==> src/fcs_regs.svh <==
// offsets, field positions, reset values and sizes for the flash config/status registers
`ifndef FCS_REGS_SVH
`define FCS_REGS_SVH

`define FCS_ADDR_CFG        2'h0
`define FCS_ADDR_STS2       2'h1
`define FCS_ADDR_BPROT      2'h2
`define FCS_ADDR_STRAP      2'h3

`define FCS_CFG_LAT_HI      7
`define FCS_CFG_LAT_LO      6
`define FCS_CFG_PROT_BOT    5
`define FCS_CFG_RSVD4       4
`define FCS_CFG_BP_VOL      3
`define FCS_CFG_PARM_TOP    2
`define FCS_CFG_QUAD        1
`define FCS_CFG_FREEZE      0

`define FCS_STS2_BIG_ERASE  7
`define FCS_STS2_PAGE_WRAP  6
`define FCS_STS2_LINE3_RST  5
`define FCS_STS2_ERS_SUSP   1
`define FCS_STS2_PGM_SUSP   0

`define FCS_CFG_RESET       8'h00
`define FCS_STS2_RESET      8'h00
`define FCS_BP_RESET_VOL    3'h7
`define FCS_BP_RESET_NV     3'h0
`define FCS_OTP_DEFAULT     1'h0

`define FCS_ERASE_BIG_KB    9'h100
`define FCS_ERASE_SMALL_KB  9'h040
`define FCS_PARM_SECTOR_KB  9'h004

`endif

==> src/fcs_pkg.sv <==
// types shared by the flash config/status register block
package fcs_pkg;
    typedef enum logic [1:0] {
        FCS_IO_SINGLE = 2'b00,
        FCS_IO_DUAL   = 2'b01,
        FCS_IO_QUAD   = 2'b10
    } fcs_io_mode_t;

    typedef enum logic [0:0] {
        FCS_LINE3_HOLD  = 1'b0,
        FCS_LINE3_RESET = 1'b1
    } fcs_line3_t;
endpackage : fcs_pkg

==> src/fcs_config_status.sv <==
// configuration register and second status register of a serial flash
`timescale 1ns/1ps
`include "fcs_regs.svh"

// Operation
// - two-bit latency code in config bits 7:6
// - config bit 5 anchors protection at bottom
// - protect bits block writes; bit 3 volatility
// - config bit 2 puts parameter sectors top
// - parameter bit ignored on uniform-only parts
// - config bit 1 selects quad I/O
// - freeze bit 0 locks protection and OTP
// - status2 bit 7 selects 256k erase
// - status2 bit 5 makes line 3 reset
// - status2 bit 1 shows erase suspended
// - status2 bit 0 shows program suspended
// - reserved status2 bits read zero
module fcs_config_status (
    // clock and reset
    input  wire logic                 i_clock,
    input  wire logic                 i_rst,
    // register port
    input  wire logic [1:0]           i_addr,
    input  wire logic [7:0]           i_wdata,
    input  wire logic                 i_wr,
    input  wire logic                 i_rd,
    output logic      [7:0]           o_rdata,
    // array controller state
    input  wire logic                 i_erase_susp,
    input  wire logic                 i_prog_susp,
    input  wire logic                 i_uniform_part,
    // configuration outputs
    output logic      [1:0]           o_latency_code,
    output logic                      o_protect_from_bottom,
    output logic      [2:0]           o_block_protect_bits,
    output logic                      o_protect_bits_volatile,
    output logic                      o_param_sectors_top,
    output fcs_pkg::fcs_io_mode_t     o_io_mode,
    output logic                      o_frozen,
    output logic      [8:0]           o_erase_size_kb,
    output logic                      o_page_wrap_size,
    output fcs_pkg::fcs_line3_t       o_line3_function
);
    import fcs_pkg::*;

    // non-volatile and volatile state
    logic [1:0] latency_reg;
    logic [1:0] latency_next;
    logic       quad_reg;
    logic       quad_next;
    logic       freeze_reg;
    logic       freeze_next;
    logic [2:0] bp_reg;
    logic [2:0] bp_next;
    logic       strap_done_reg;
    logic [7:0] rdata_reg;
    logic [7:0] rdata_next;

    // output flops
    logic [1:0]   latency_out_reg;
    logic         prot_bot_out_reg;
    logic [2:0]   bp_out_reg;
    logic         bp_vol_out_reg;
    logic         parm_top_out_reg;
    fcs_io_mode_t io_mode_reg;
    logic         frozen_out_reg;
    logic [8:0]   erase_kb_reg;
    logic         wrap_out_reg;
    fcs_line3_t   line3_reg;

    // decode
    wire wr_cfg   = i_wr && (i_addr == `FCS_ADDR_CFG);
    wire wr_sts2  = i_wr && (i_addr == `FCS_ADDR_STS2);
    wire wr_bprot = i_wr && (i_addr == `FCS_ADDR_BPROT);

    // otp fields and suspend flags
    wire prot_bot;
    wire bp_vol;
    wire parm_top_raw;
    wire rsvd4;
    wire big_erase;
    wire page_wrap;
    wire line3_rst;
    wire erase_susp;
    wire prog_susp;

    fcs_otp_bit u_prot_bot (
        .i_clock (i_clock),
        .i_rst   (i_rst),
        .i_wr    (wr_cfg),
        .i_data  (i_wdata[`FCS_CFG_PROT_BOT]),
        .i_lock  (freeze_reg),
        .o_value (prot_bot)
    );

    fcs_otp_bit u_bp_vol (
        .i_clock (i_clock),
        .i_rst   (i_rst),
        .i_wr    (wr_cfg),
        .i_data  (i_wdata[`FCS_CFG_BP_VOL]),
        .i_lock  (freeze_reg),
        .o_value (bp_vol)
    );

    fcs_otp_bit u_parm_top (
        .i_clock (i_clock),
        .i_rst   (i_rst),
        .i_wr    (wr_cfg),
        .i_data  (i_wdata[`FCS_CFG_PARM_TOP]),
        .i_lock  (freeze_reg),
        .o_value (parm_top_raw)
    );

    fcs_otp_bit u_rsvd4 (
        .i_clock (i_clock),
        .i_rst   (i_rst),
        .i_wr    (wr_cfg),
        .i_data  (i_wdata[`FCS_CFG_RSVD4]),
        .i_lock  (freeze_reg),
        .o_value (rsvd4)
    );

    fcs_otp_bit u_big_erase (
        .i_clock (i_clock),
        .i_rst   (i_rst),
        .i_wr    (wr_sts2),
        .i_data  (i_wdata[`FCS_STS2_BIG_ERASE]),
        .i_lock  (freeze_reg),
        .o_value (big_erase)
    );

    fcs_otp_bit u_page_wrap (
        .i_clock (i_clock),
        .i_rst   (i_rst),
        .i_wr    (wr_sts2),
        .i_data  (i_wdata[`FCS_STS2_PAGE_WRAP]),
        .i_lock  (freeze_reg),
        .o_value (page_wrap)
    );

    fcs_otp_bit u_line3 (
        .i_clock (i_clock),
        .i_rst   (i_rst),
        .i_wr    (wr_sts2),
        .i_data  (i_wdata[`FCS_STS2_LINE3_RST]),
        .i_lock  (freeze_reg),
        .o_value (line3_rst)
    );

    fcs_susp_flag u_ers_susp (
        .i_clock     (i_clock),
        .i_rst       (i_rst),
        .i_suspended (i_erase_susp),
        .o_flag      (erase_susp)
    );

    fcs_susp_flag u_pgm_susp (
        .i_clock     (i_clock),
        .i_rst       (i_rst),
        .i_suspended (i_prog_susp),
        .o_flag      (prog_susp)
    );

    // uniform-only parts ignore the parameter location
    wire parm_top = parm_top_raw && !i_uniform_part;

    // writable non-volatile and volatile fields
    assign latency_next = wr_cfg ? i_wdata[`FCS_CFG_LAT_HI:`FCS_CFG_LAT_LO] : latency_reg;
    assign quad_next    = wr_cfg ? i_wdata[`FCS_CFG_QUAD] : quad_reg;
    assign freeze_next  = wr_cfg ? i_wdata[`FCS_CFG_FREEZE] : freeze_reg;
    // protection bits locked while frozen
    assign bp_next      = (wr_bprot && !freeze_reg) ? i_wdata[2:0] : bp_reg;

    // register images
    wire [7:0] cfg_image  = {latency_reg, prot_bot, rsvd4, bp_vol, parm_top_raw,
                             quad_reg, freeze_reg};
    wire [7:0] sts2_image = {big_erase, page_wrap, line3_rst, 3'h0,
                             erase_susp, prog_susp};
    wire [7:0] bp_image   = {5'h00, bp_reg};
    wire [7:0] strap_image = {7'h00, i_uniform_part};
    wire [7:0] cfg_reset   = `FCS_CFG_RESET;

    always_comb begin
        if (!i_rd) begin
            rdata_next = 8'h00;
        end else if (i_addr == `FCS_ADDR_CFG) begin
            rdata_next = cfg_image;
        end else if (i_addr == `FCS_ADDR_STS2) begin
            rdata_next = sts2_image;
        end else if (i_addr == `FCS_ADDR_BPROT) begin
            rdata_next = bp_image;
        end else begin
            rdata_next = strap_image;
        end
    end

    always_ff @(posedge i_clock) begin
        if (i_rst) begin
            latency_reg <= cfg_reset[`FCS_CFG_LAT_HI:`FCS_CFG_LAT_LO];
            quad_reg    <= 1'b0;
            freeze_reg  <= 1'b0;
            rdata_reg   <= 8'h00;
        end else begin
            latency_reg <= latency_next;
            quad_reg    <= quad_next;
            freeze_reg  <= freeze_next;
            rdata_reg   <= rdata_next;
        end
    end

    // volatile protection reset value picked up after release
    always_ff @(posedge i_clock) begin
        if (i_rst) begin
            bp_reg         <= `FCS_BP_RESET_NV;
            strap_done_reg <= 1'b0;
        end else if (!strap_done_reg) begin
            bp_reg         <= bp_vol ? `FCS_BP_RESET_VOL : `FCS_BP_RESET_NV;
            strap_done_reg <= 1'b1;
        end else begin
            bp_reg         <= bp_next;
        end
    end

    // outputs from flops
    wire [8:0]   erase_kb  = big_erase ? `FCS_ERASE_BIG_KB : `FCS_ERASE_SMALL_KB;
    wire fcs_io_mode_t io_next = quad_reg ? FCS_IO_QUAD : FCS_IO_DUAL;
    wire fcs_line3_t l3_next = line3_rst ? FCS_LINE3_RESET : FCS_LINE3_HOLD;

    always_ff @(posedge i_clock) begin
        if (i_rst) begin
            latency_out_reg  <= 2'h0;
            prot_bot_out_reg <= 1'b0;
            bp_out_reg       <= 3'h0;
            bp_vol_out_reg   <= 1'b0;
            parm_top_out_reg <= 1'b0;
            io_mode_reg      <= FCS_IO_DUAL;
            frozen_out_reg   <= 1'b0;
            erase_kb_reg     <= `FCS_ERASE_SMALL_KB;
            wrap_out_reg     <= 1'b0;
            line3_reg        <= FCS_LINE3_HOLD;
        end else begin
            latency_out_reg  <= latency_reg;
            prot_bot_out_reg <= prot_bot;
            bp_out_reg       <= bp_reg;
            bp_vol_out_reg   <= bp_vol;
            parm_top_out_reg <= parm_top;
            io_mode_reg      <= io_next;
            frozen_out_reg   <= freeze_reg;
            erase_kb_reg     <= erase_kb;
            wrap_out_reg     <= page_wrap;
            line3_reg        <= l3_next;
        end
    end

    assign o_rdata                 = rdata_reg;
    assign o_latency_code          = latency_out_reg;
    assign o_protect_from_bottom   = prot_bot_out_reg;
    assign o_block_protect_bits    = bp_out_reg;
    assign o_protect_bits_volatile = bp_vol_out_reg;
    assign o_param_sectors_top     = parm_top_out_reg;
    assign o_io_mode               = io_mode_reg;
    assign o_frozen                = frozen_out_reg;
    assign o_erase_size_kb         = erase_kb_reg;
    assign o_page_wrap_size        = wrap_out_reg;
    assign o_line3_function        = line3_reg;
endmodule : fcs_config_status

==> src/fcs_otp_bit.sv <==
// one-time-programmable bit: leaves its default once, freeze can block the change
`timescale 1ns/1ps
`include "fcs_regs.svh"
module fcs_otp_bit (
    // clock and reset
    input  wire logic i_clock,
    input  wire logic i_rst,
    // write side
    input  wire logic i_wr,
    input  wire logic i_data,
    input  wire logic i_lock,
    // state
    output logic      o_value
);
    logic value_reg;
    logic value_next;

    // only a move away from default is taken
    assign value_next = (i_wr && !i_lock && (i_data != `FCS_OTP_DEFAULT)) ? i_data : value_reg;

    always_ff @(posedge i_clock) begin
        if (i_rst) begin
            value_reg <= `FCS_OTP_DEFAULT;
        end else begin
            value_reg <= value_next;
        end
    end

    assign o_value = value_reg;
endmodule : fcs_otp_bit

==> src/fcs_susp_flag.sv <==
// volatile read-only suspend flag, follows the array controller state
`timescale 1ns/1ps
module fcs_susp_flag (
    // clock and reset
    input  wire logic i_clock,
    input  wire logic i_rst,
    // suspend level from the array controller
    input  wire logic i_suspended,
    // flag
    output logic      o_flag
);
    logic flag_reg;

    always_ff @(posedge i_clock) begin
        if (i_rst) begin
            flag_reg <= 1'b0;
        end else begin
            flag_reg <= i_suspended;
        end
    end

    assign o_flag = flag_reg;
endmodule : fcs_susp_flag
==> config.mk <==
export PLATFORM = sky130hd
export DESIGN_NAME = fcs_config_status
export DESIGN_NICKNAME = d
export VERILOG_FILES = /design/src/fcs_pkg.sv /design/src/fcs_config_status.sv /design/src/fcs_otp_bit.sv /design/src/fcs_susp_flag.sv
export VERILOG_INCLUDE_DIRS = /design/src
export SDC_FILE = /design/constraint.sdc
export NUM_CORES = 1
export LEC_CHECK = 0
export BUFFER_PORTS_ARGS = -buffer_cell sky130_fd_sc_hd__buf_2
export CAP_MARGIN = 20
export CELL_PAD_IN_SITES_DETAIL_PLACEMENT = 1
export CELL_PAD_IN_SITES_GLOBAL_PLACEMENT = 2
export CORE_ASPECT_RATIO = 2
export CORE_MARGIN = 4
export CORE_UTILIZATION = 32
export CTS_CLUSTER_DIAMETER = 60
export DETAILED_ROUTE_END_ITERATION = 6
export PLACE_DENSITY = 0.91
export SLEW_MARGIN = 20
export SYNTH_ARGS = -nofsm -noshare
export SYNTH_HDL_FRONTEND = slang
export SYNTH_SLANG_ARGS = --single-unit
==> constraint.sdc <==
create_clock -name i_clock -period 3.4 [get_ports i_clock]
set_clock_uncertainty 0.15 [all_clocks]
set_input_delay 0.17 -clock i_clock [delete_from_list [all_inputs] [get_ports i_clock]]
set_output_delay 0.17 -clock i_clock [all_outputs]
set_load 0.02 [all_outputs]
==> results of run 1 <==
-- cells in the mapped netlist, drive strengths merged --
| cell type | n |
|---|---|
| a21oi | 10 |
| and3 | 1 |
| and4bb | 2 |
| buf | 9 |
| clkbuf | 2 |
| conb | 1 |
| dfxtp | 40 |
| inv | 3 |
| mux2i | 12 |
| mux4 | 1 |
| nand2 | 3 |
| nand3b | 1 |
| nor2 | 12 |
| nor2b | 12 |
| nor3 | 4 |
| nor3b | 2 |
| nor4b | 3 |
| o21a | 1 |
| o21ai | 1 |
-- power groups by stage --
stage	Combinational, uW	Sequential [uW]	Clock [uW]
finish	76.4	490	312
CTS	77.6	490	324
detailed placement	68.5	501	0
global route	83.9	492	344
global placement	66.4	501	0
floorplan	46.3	505	0
-- path summary, 6_finish.rpt --
| path | startpoint | endpoint | slack (ns) | depth (start not counted) |
|---|---|---|---|---|
| max | i_uniform_part | o_rdata[0] | 1.94 | 4 |
| max reg2reg | freeze_reg | o_rdata[0] | 2.07 | 2 |
| min reg2reg | u_big_erase.o_value | o_erase_size_kb[6] | 0.29 | 1 |
| min | i_wdata[0] | freeze_reg | 0.006 | 3 |
-- through the flow --
| stage | setup slack [ns] | cells | util (%) | power [uW] | cell area, um^2 |
|---|---|---|---|---|---|
| floorplan | 2.174 | 126 | - | 551.1 | 1379 |
| global placement | 1.936 | 206 | 38.08 | 567.1 | 1556 |
| detailed placement | 1.900 | 206 | 38.08 | 569.4 | 1556 |
| CTS | 1.947 | 224 | 42.73 | 892.1 | 1747 |
| global route | 1.942 | 224 | 42.73 | 919.2 | 1747 |
| finish | 1.937 | 224 | 42.73 | 878.9 | 1747 |
-- layout make-up --
type,count,area share [%]
Clock buffer,8,5.158
Tap cell,52,3.725
Sequential cell,40,45.85
Timing Repair Buffer,49,16.91
Inverter,3,0.6447
Multi-Input combinational cell,72,27.72
-- layer usage --
layer  GRT usage [%]  part of all wire [%]
met1           12.15                    35
met2           21.03                    55
met3           4.458                   7.2
met4           7.294                   3.1
met5               0                     0
-- critical path: stages --
cell and delay (ns):
dlygate4sd3_1 0.53, buf_2 0.13, mux4_1 0.46, and3_1 0.20
-- layout by cell type, fill, tap and decap left out, drive strengths merged, types with 2 or more instances in the layout --
cell type    instances
and4bb               2
conb                 7
nor4b                3
inv                  3
nor3                 4
dfxtp               40
clkbuf               8
buf                 39
a21oi               10
nor2                12
nor2b               12
nor3b                2
dlygate4sd3         10
mux2i               12
nand2                3
-- kinds of logic (layout without fill, tap and decap cells) --
family,count (synthesis),after routing,synth area share [%]
and+or+nand+nor,40,40,18.36
other,1,7,0.2765
DFF,40,40,59.04
buffers and inverters,14,60,6.919
AOI/OAI and AO/OA,12,12,4.613
muxes,13,13,10.79
-- what timing repair did --
item,4_1_cts,5_1_grt
endpoints found under the hold margin,12,0
hold buffers,10,0
gates resized for setup,0,0
==> reports/qor.yml, run 1 <==
initial_core_util_pct: 33.18
fillCellCount: 483
boundaryPins: 47
drc_errors: 0
yosys.area.top_type: "dfxtp_1"
ir_worst_vdd_mv: 0.3008
cts.reportedPaths.clkPinSlew_ns: 0.07
htree_levels: 2
vias: 1001
wl_per_cell_um: 13.28
routabilityCongestion: 0.8083
report.final.slew_viol_count: 0
cts_buffer_depth: 2
ys_seq_elements: 40
rsz0062_at_grt: "false"
numPortBuffers: 39
synth_top_area_share_pct: 59.04
drtIter0Drc: 5
worstSkewPairLatency_ns: 0.28
grt_util_all_layers_pct: 12.35
antenna_found_initial: 0
cap_violations: 0
syn_inst: 120
diodes: 0
synth.avg_cell_area_um2: 11.30
clock_power_share_pct: 35.5
crit_required_ns: 3.42
grt_max_degree: 26
criticalPathCategory: "in -> reg"
hold_path_class: "in -> reg"
grt_pass1_wl_mm: 4.643
dr.pass1.iters: 3
end_kind: "flop"
cp_max_fo: 2
layout.nets: 188
seq_area_um2: 800.8
cts_root_buffer: "clkbuf_8"
synth_cell_types: 23
finalSetupTns_ns: 0
worstPathArrival_ns: 1.49
cts_tree: "yes"
clkSinkCount: 40
layout-drive-gt1-share_pct: 27.91
timing.final.crit_share_pct: 43.03
largest_reg_flops: 8
grt_pass1_vias: 985
p_sw_share_pct: 22.49
pwr-share-comb_pct: 8.7
cts_made_buffers: 5
fmax_mhz: 683.5
areaGrowthSynthToFinish_pct: 28.78
setup_viol: 0
power_switching_uw: 197.7
rows: 33
dpl.hpwl_mm: 2.320
timing.hold.ws_ns: 0.006471
syn_area_um2: 1356
startpoint_type: "primary input"
yosys_warnings: 0
ys_top_cells_by_area: "dfxtp_1 (59%), mux2i_1 (8.9%), nor2b_1 (5.5%), buf_4 (3.9%), a21oi_1 (3.7%)"
hold_viol: 0
cellPowerDensity_nw_per_um2: 503.2
fp.dieArea_um2: 5407
core_area_um2: 4088
min_period_ns: 1.463
intPower_uw: 681.2
die_x_um: 54.04
ant_nets: 0
die_y_um: 100.1
drt-total-wl_mm: 2.974
overflow: 0
multiInputGateArea_um2: 484.2
leakage_uw: 0.0007942
yosysSeqAreaShare_pct: 59.04
viasPerCell: 4.469
status: "completed"
p_seq_share_pct: 55.8
postCtsSetupBuffers: 0
(Power assumes the default switching activity.)
==> inputs of run 2 (changes only) <==
- ABC_AREA: unset -> 1
- CORE_UTILIZATION: 32 -> 27
- PLACE_DENSITY: 0.91 -> 0.84
- clock period: 3.4 -> 1.52 ns (I/O delays scaled with it)
==> run 2 against run 1 <==
Against the previous run: first-iteration DRC count down 80%; combinational power grew to 2.7 times the previous value; synthesized cell count rose by 35%; clock power grew to 2.7 times the previous value; hold slack about the same; setup slack worse by 1.9 ns; sequential share of layout area down 3.7 points; critical path type unchanged; largest cell class unchanged; highest routed layer unchanged.
==> reports/qor.yml, run 2 <==
r2r-end: "u_bp_vol.o_value"
grt_max_degree: 14
status: "completed"
yosys.area.top_type: "dfxtp_1"
synth.avg_cell_area_um2: 8.673
die_y_um: 110.0
report.final.slew_viol_count: 0
dp.cells: 256
ir_worst_vdd_mv: 0.6337
leakage_uw: 0.0009066
dr.pass1.iters: 4
routabilityCongestion: 0.8170
worstPathArrival_ns: 1.47
synth_edf_count: 0
antenna_found_initial: 0
drtIter0Drc: 1
dpl_cell_area_um2: 1634
synth.most_common_cell: "dfxtp_1"
htree_levels: 2
clkSinkCount: 40
postCtsSetupBuffers: 0
yosys_warnings: 0
drc_errors: 0
yosysSeqAreaShare_pct: 56.99
syn_area_um2: 1405
areaGrowthSynthToFinish_pct: 35.35
layout.nets: 238
setup_slack_ns: 0.07603
largest_reg_flops: 8
fmax_mhz: 692.5
rows: 36
synth_cell_types: 18
ys_seq_elements: 40
min_to: "freeze_reg"
layout-drive-gt1-share_pct: 30.18
grt_pass1_vias: 1227
rr_startpoint: "freeze_reg"
vias: 1173
viasPerCell: 4.204
overflow: 0
rsz0062_at_grt: "false"
core_area_um2: 4955
async_flop_share_pct: 0
ant_nets: 0
hp-start: "i_wr"
die_x_um: 59.01
criticalPathCategory: "in -> reg"
grt_pass1_wl_mm: 5.423
cellPowerDensity_nw_per_um2: 1131
numPortBuffers: 39
setup_viol: 0
startpoint_type: "primary input"
grt_util_all_layers_pct: 11.37
boundaryPins: 47
timing.final.crit_share_pct: 95.00
ys_top_cells_by_area: "dfxtp_1 (57%), nand2_1 (7.5%), inv_1 (6.7%), buf_4 (4.8%), nor2_1 (4.5%)"
r2r_cells: 4
initial_core_util_pct: 28.36
cts_root_buffer: "clkbuf_8"
syn_inst: 162
cp_max_fo: 12
min_period_ns: 1.444
hold_viol: 0
drt-total-wl_mm: 3.319
fp.dieArea_um2: 6492
cts_tree: "yes"
dpl_worst_slack_ns: 0.3489
cts_buffer_depth: 2
holdPathStages: 3
layout_common_cells: "dfxtp_1 (39), buf_2 (39), nand2_1 (28), inv_1 (25), nor2_1 (17)"
end_kind: "flop"
worstSkewPairLatency_ns: 0.29
rrSetupSlack_ns: 0.09
synth_ff_type: "dfxtp_1"
postLayoutCellArea_um2: 1902
diodes: 0
synth_common_cells: "dfxtp_1 (40), nand2_1 (28), inv_1 (25), nor2_1 (17), nand3_1 (10)"
wl_per_cell_um: 11.90
cap_violations: 0
final_cells: 279
finalSetupTns_ns: 0
cts_made_buffers: 5
cts.reportedPaths.clkPinSlew_ns: 0.08
hold_path_class: "in -> reg"
crit_required_ns: 1.55
dpl.hpwl_mm: 2.578
synth_top_area_share_pct: 56.99
## run 2: stage by stage
| stage | hold WS (ns) | power [uW] | utilization (%) |
|---|---|---|---|
| floorplan | 0.002794 | 1240 | - |
| global placement | 0.1357 | 1293 | 32.98 |
| detailed placement | 0.1402 | 1295 | 32.98 |
| CTS | 0.002171 | 2178 | 38.26 |
| global route | 0.002735 | 2251 | 38.38 |
| finish | 0.006686 | 2151 | 38.38 |
## run 2: timing repair
action / in CTS / in global routing
hold buffers: 15 / 0
gates resized for setup: 0 / 2
endpoints found under the setup margin: 0 / 3
hold endpoints to repair: 18 / 0
## run 2: report_power, final
group	switching [uW]	total (uW)	leakage, uW	internal [uW]
registers	13.5	1090	0.000326	1080
clock network	368	853	0.0000541	486
logic	125	204	0.000527	78.3
## run 2: worst max-delay path, cell delays in order
cell,delay (ns)
dlygate4sd3_1,0.52
buf_2,0.27
a21oi_2,0.05
dlygate4sd3_1,0.56
## run 2: worst max-delay path by stage
stage                         from                  end  slack, ns  cells after the start
floorplan           strap_done_reg            bp_reg[2]       0.46                      4
global placement        freeze_reg  u_page_wrap.o_value       0.34                      5
detailed placement      freeze_reg  u_page_wrap.o_value       0.35                      5
CTS                     freeze_reg     u_bp_vol.o_value       0.04                      4
global route                 i_rst     u_bp_vol.o_value      0.002                      4
finish                       i_rst     u_bp_vol.o_value       0.08                      4
## run 2: cells by family (layout without fill, tap and decap cells)
kind of cell	count (synthesis)	in the layout	share of synthesized area, %
buffers and inverters	35	89	11.75
DFF	40	40	56.99
other	1	7	0.2669
AOI/OAI and AO/OA	20	20	9.172
and+or+nand+nor	66	66	21.82
## run 2: routing by layer
| layer | track usage, % | vias to the layer above | part of all wire (%) |
|---|---|---|---|
| met2 | 22.39 | 30 | 58 |
| li1 | - | 591 | - |
| met4 | 6.969 | 0 | 2.7 |
| met3 | 1.981 | 6 | 5.0 |
| met1 | 10.02 | 546 | 34 |
| met5 | 0 | - | 0 |
## run 2: cell type report
class	count	area, um^2
clock buffers	5	68.82
inverters	26	97.59
flip-flops and latches	40	802.0
clock inverters	3	42.54
multi-input cells	93	466.7
repair buffers	55	352.8
well taps	57	71.32
fillers	627	3053
==> inputs of run 3 (changes only) <==
- MAX_ROUTING_LAYER: unset -> met4
- REMOVE_ABC_BUFFERS: unset -> 1
==> run 3 against run 2 <==
Against the previous run: cell count decreased by 0.36%; non-clock buffer count shrank 1; wire length rose by 3.0%; die area did not move; combinational power hardly changed; setup slack better by 0.24 ns; hold slack gained 0.0040 ns.
==> reports/qor.yml, run 3 (synthesis gave the netlist of run 2 again) <==
intPower_uw: 1528
timing.final.crit_share_pct: 79.30
core_area_um2: 4955
cellPowerDensity_nw_per_um2: 1076
routabilityCongestion: 0.8099
report.final.slew_viol_count: 0
p_sw_share_pct: 23.64
maxUsedRoutingLayer: "met4"
die_y_um: 110.0
fmax_mhz: 829.6
drt-met1-wl_mm: 1.145
initial_core_util_pct: 28.36
numPortBuffers: 39
cts_root_buffer: "clkbuf_8"
rows: 36
largest_reg_flops: 8
wl_per_cell_um: 12.30
overflow: 0
cp_max_fo: 6
p_seq_share_pct: 54.7
areaGrowthSynthToFinish_pct: 32.32
dr.pass1.iters: 4
viasPerCell: 4.223
ir_worst_vdd_mv: 0.5465
leakage_uw: 0.0008903
hp-start: "i_rst"
grt_max_degree: 13
mostFrequentLayoutCell: "dfxtp_1"
drt-total-wl_mm: 3.419
rsz0062_at_grt: "false"
antenna_found_initial: 0
rrSetupSlack_ns: 0.31
cts_tree: "yes"
setup_viol: 0
r2r_cells: 4
diodes: 0
clkSinkCount: 40
wl_met3_um: 177
holdPathStages: 2
drc_errors: 0
grt_util_all_layers_pct: 11.90
dpl_worst_slack_ns: 0.3232
crit_required_ns: 1.59
grt_pass1_wl_mm: 5.485
grt_pass1_vias: 1246
fp.dieArea_um2: 6492
status: "completed"
layout.nets: 237
hold_viol: 0
worstPathArrival_ns: 1.28
vias: 1174
htree_levels: 2
die_x_um: 59.01
layout_common_cells: "dfxtp_1 (40), buf_2 (39), nand2_1 (28), inv_1 (25), nor2_1 (17)"
cts_resized: 0
criticalPathCategory: "reg -> reg"
r2r-end: "bp_reg[2]"
cts_buffer_depth: 2
pwr-share-comb_pct: 10.1
min_period_ns: 1.205
layout-drive-gt1-share_pct: 29.86
postCtsSetupBuffers: 0
cts_made_buffers: 5
clock_power_share_pct: 35.2
cap_violations: 0
ant_nets: 0
end_kind: "flop"
wl_met2_mm: 2.000
dpl.hpwl_mm: 2.694
min_to: "strap_done_reg"
boundaryPins: 47
startpoint_type: "flop"
setup_slack_ns: 0.3146
power_switching_uw: 472.8
worstSkewPairLatency_ns: 0.28
hold_path_class: "in -> reg"
rr_startpoint: "strap_done_reg"
holdBufCountCts: 12
cts.reportedPaths.clkPinSlew_ns: 0.07
drtIter0Drc: 23
finalSetupTns_ns: 0
## run 3: power groups by stage
stage          clock network, uW  registers [uW]  logic [uW]
5_1_grt                      782            1100         224
3_3_place_gp                   0            1120         178
4_1_cts                      728            1100         205
2_1_floorplan                  0            1130        83.8
3_5_place_dp                   0            1120         181
6_report                     704            1090         202
## run 3: how the worst max path moves through the flow
stage,startpoint,to,slack [ns],cells after the start
finish,strap_done_reg,bp_reg[2],0.31,4
CTS,i_rd,o_rdata[2],0.30,6
global route,i_rd,o_rdata[7],0.18,6
detailed placement,strap_done_reg,bp_reg[2],0.32,4
floorplan,strap_done_reg,bp_reg[2],0.46,4
global placement,strap_done_reg,bp_reg[2],0.31,4
## run 3: critical path: stages, from the launching register on
cell	delay (ns)
dfxtp_1	0.37
or2_2	0.35
nand2_1	0.08
nand2_1	0.07
a21oi_2	0.12
## run 3: cell type report
| cell class | count | area [um^2] |
|---|---|---|
| Clock buffer | 8 | 90.09 |
| Fill cell | 639 | 3095 |
| Inverter | 26 | 97.59 |
| Multi-Input combinational cell | 93 | 461.7 |
| Sequential cell | 40 | 800.8 |
| Tap cell | 57 | 71.32 |
| Timing Repair Buffer | 54 | 337.8 |
## run 3: per-layer routing
layer,vias to the layer above,GRT usage [%]
met1,544,10.47
met4,0,6.807
met3,7,2.681
met5,-,-
met2,33,22.23
li1,590,-
## run 3: per-stage QoR
stage                     instance area [um^2]  hold WS (ns)  utilization [%]  power, uW  cells
after floorplan                           1360      -0.01156                -       1216    159
after global placement                    1649        0.1346            33.28       1296    258
after detailed placement                  1649        0.1375            33.28       1300    258
after CTS                                 1859      0.001231            37.53       2028    278
after global routing                      1859      0.004946            37.53       2104    278
final                                     1859       0.01070            37.53       2000    278
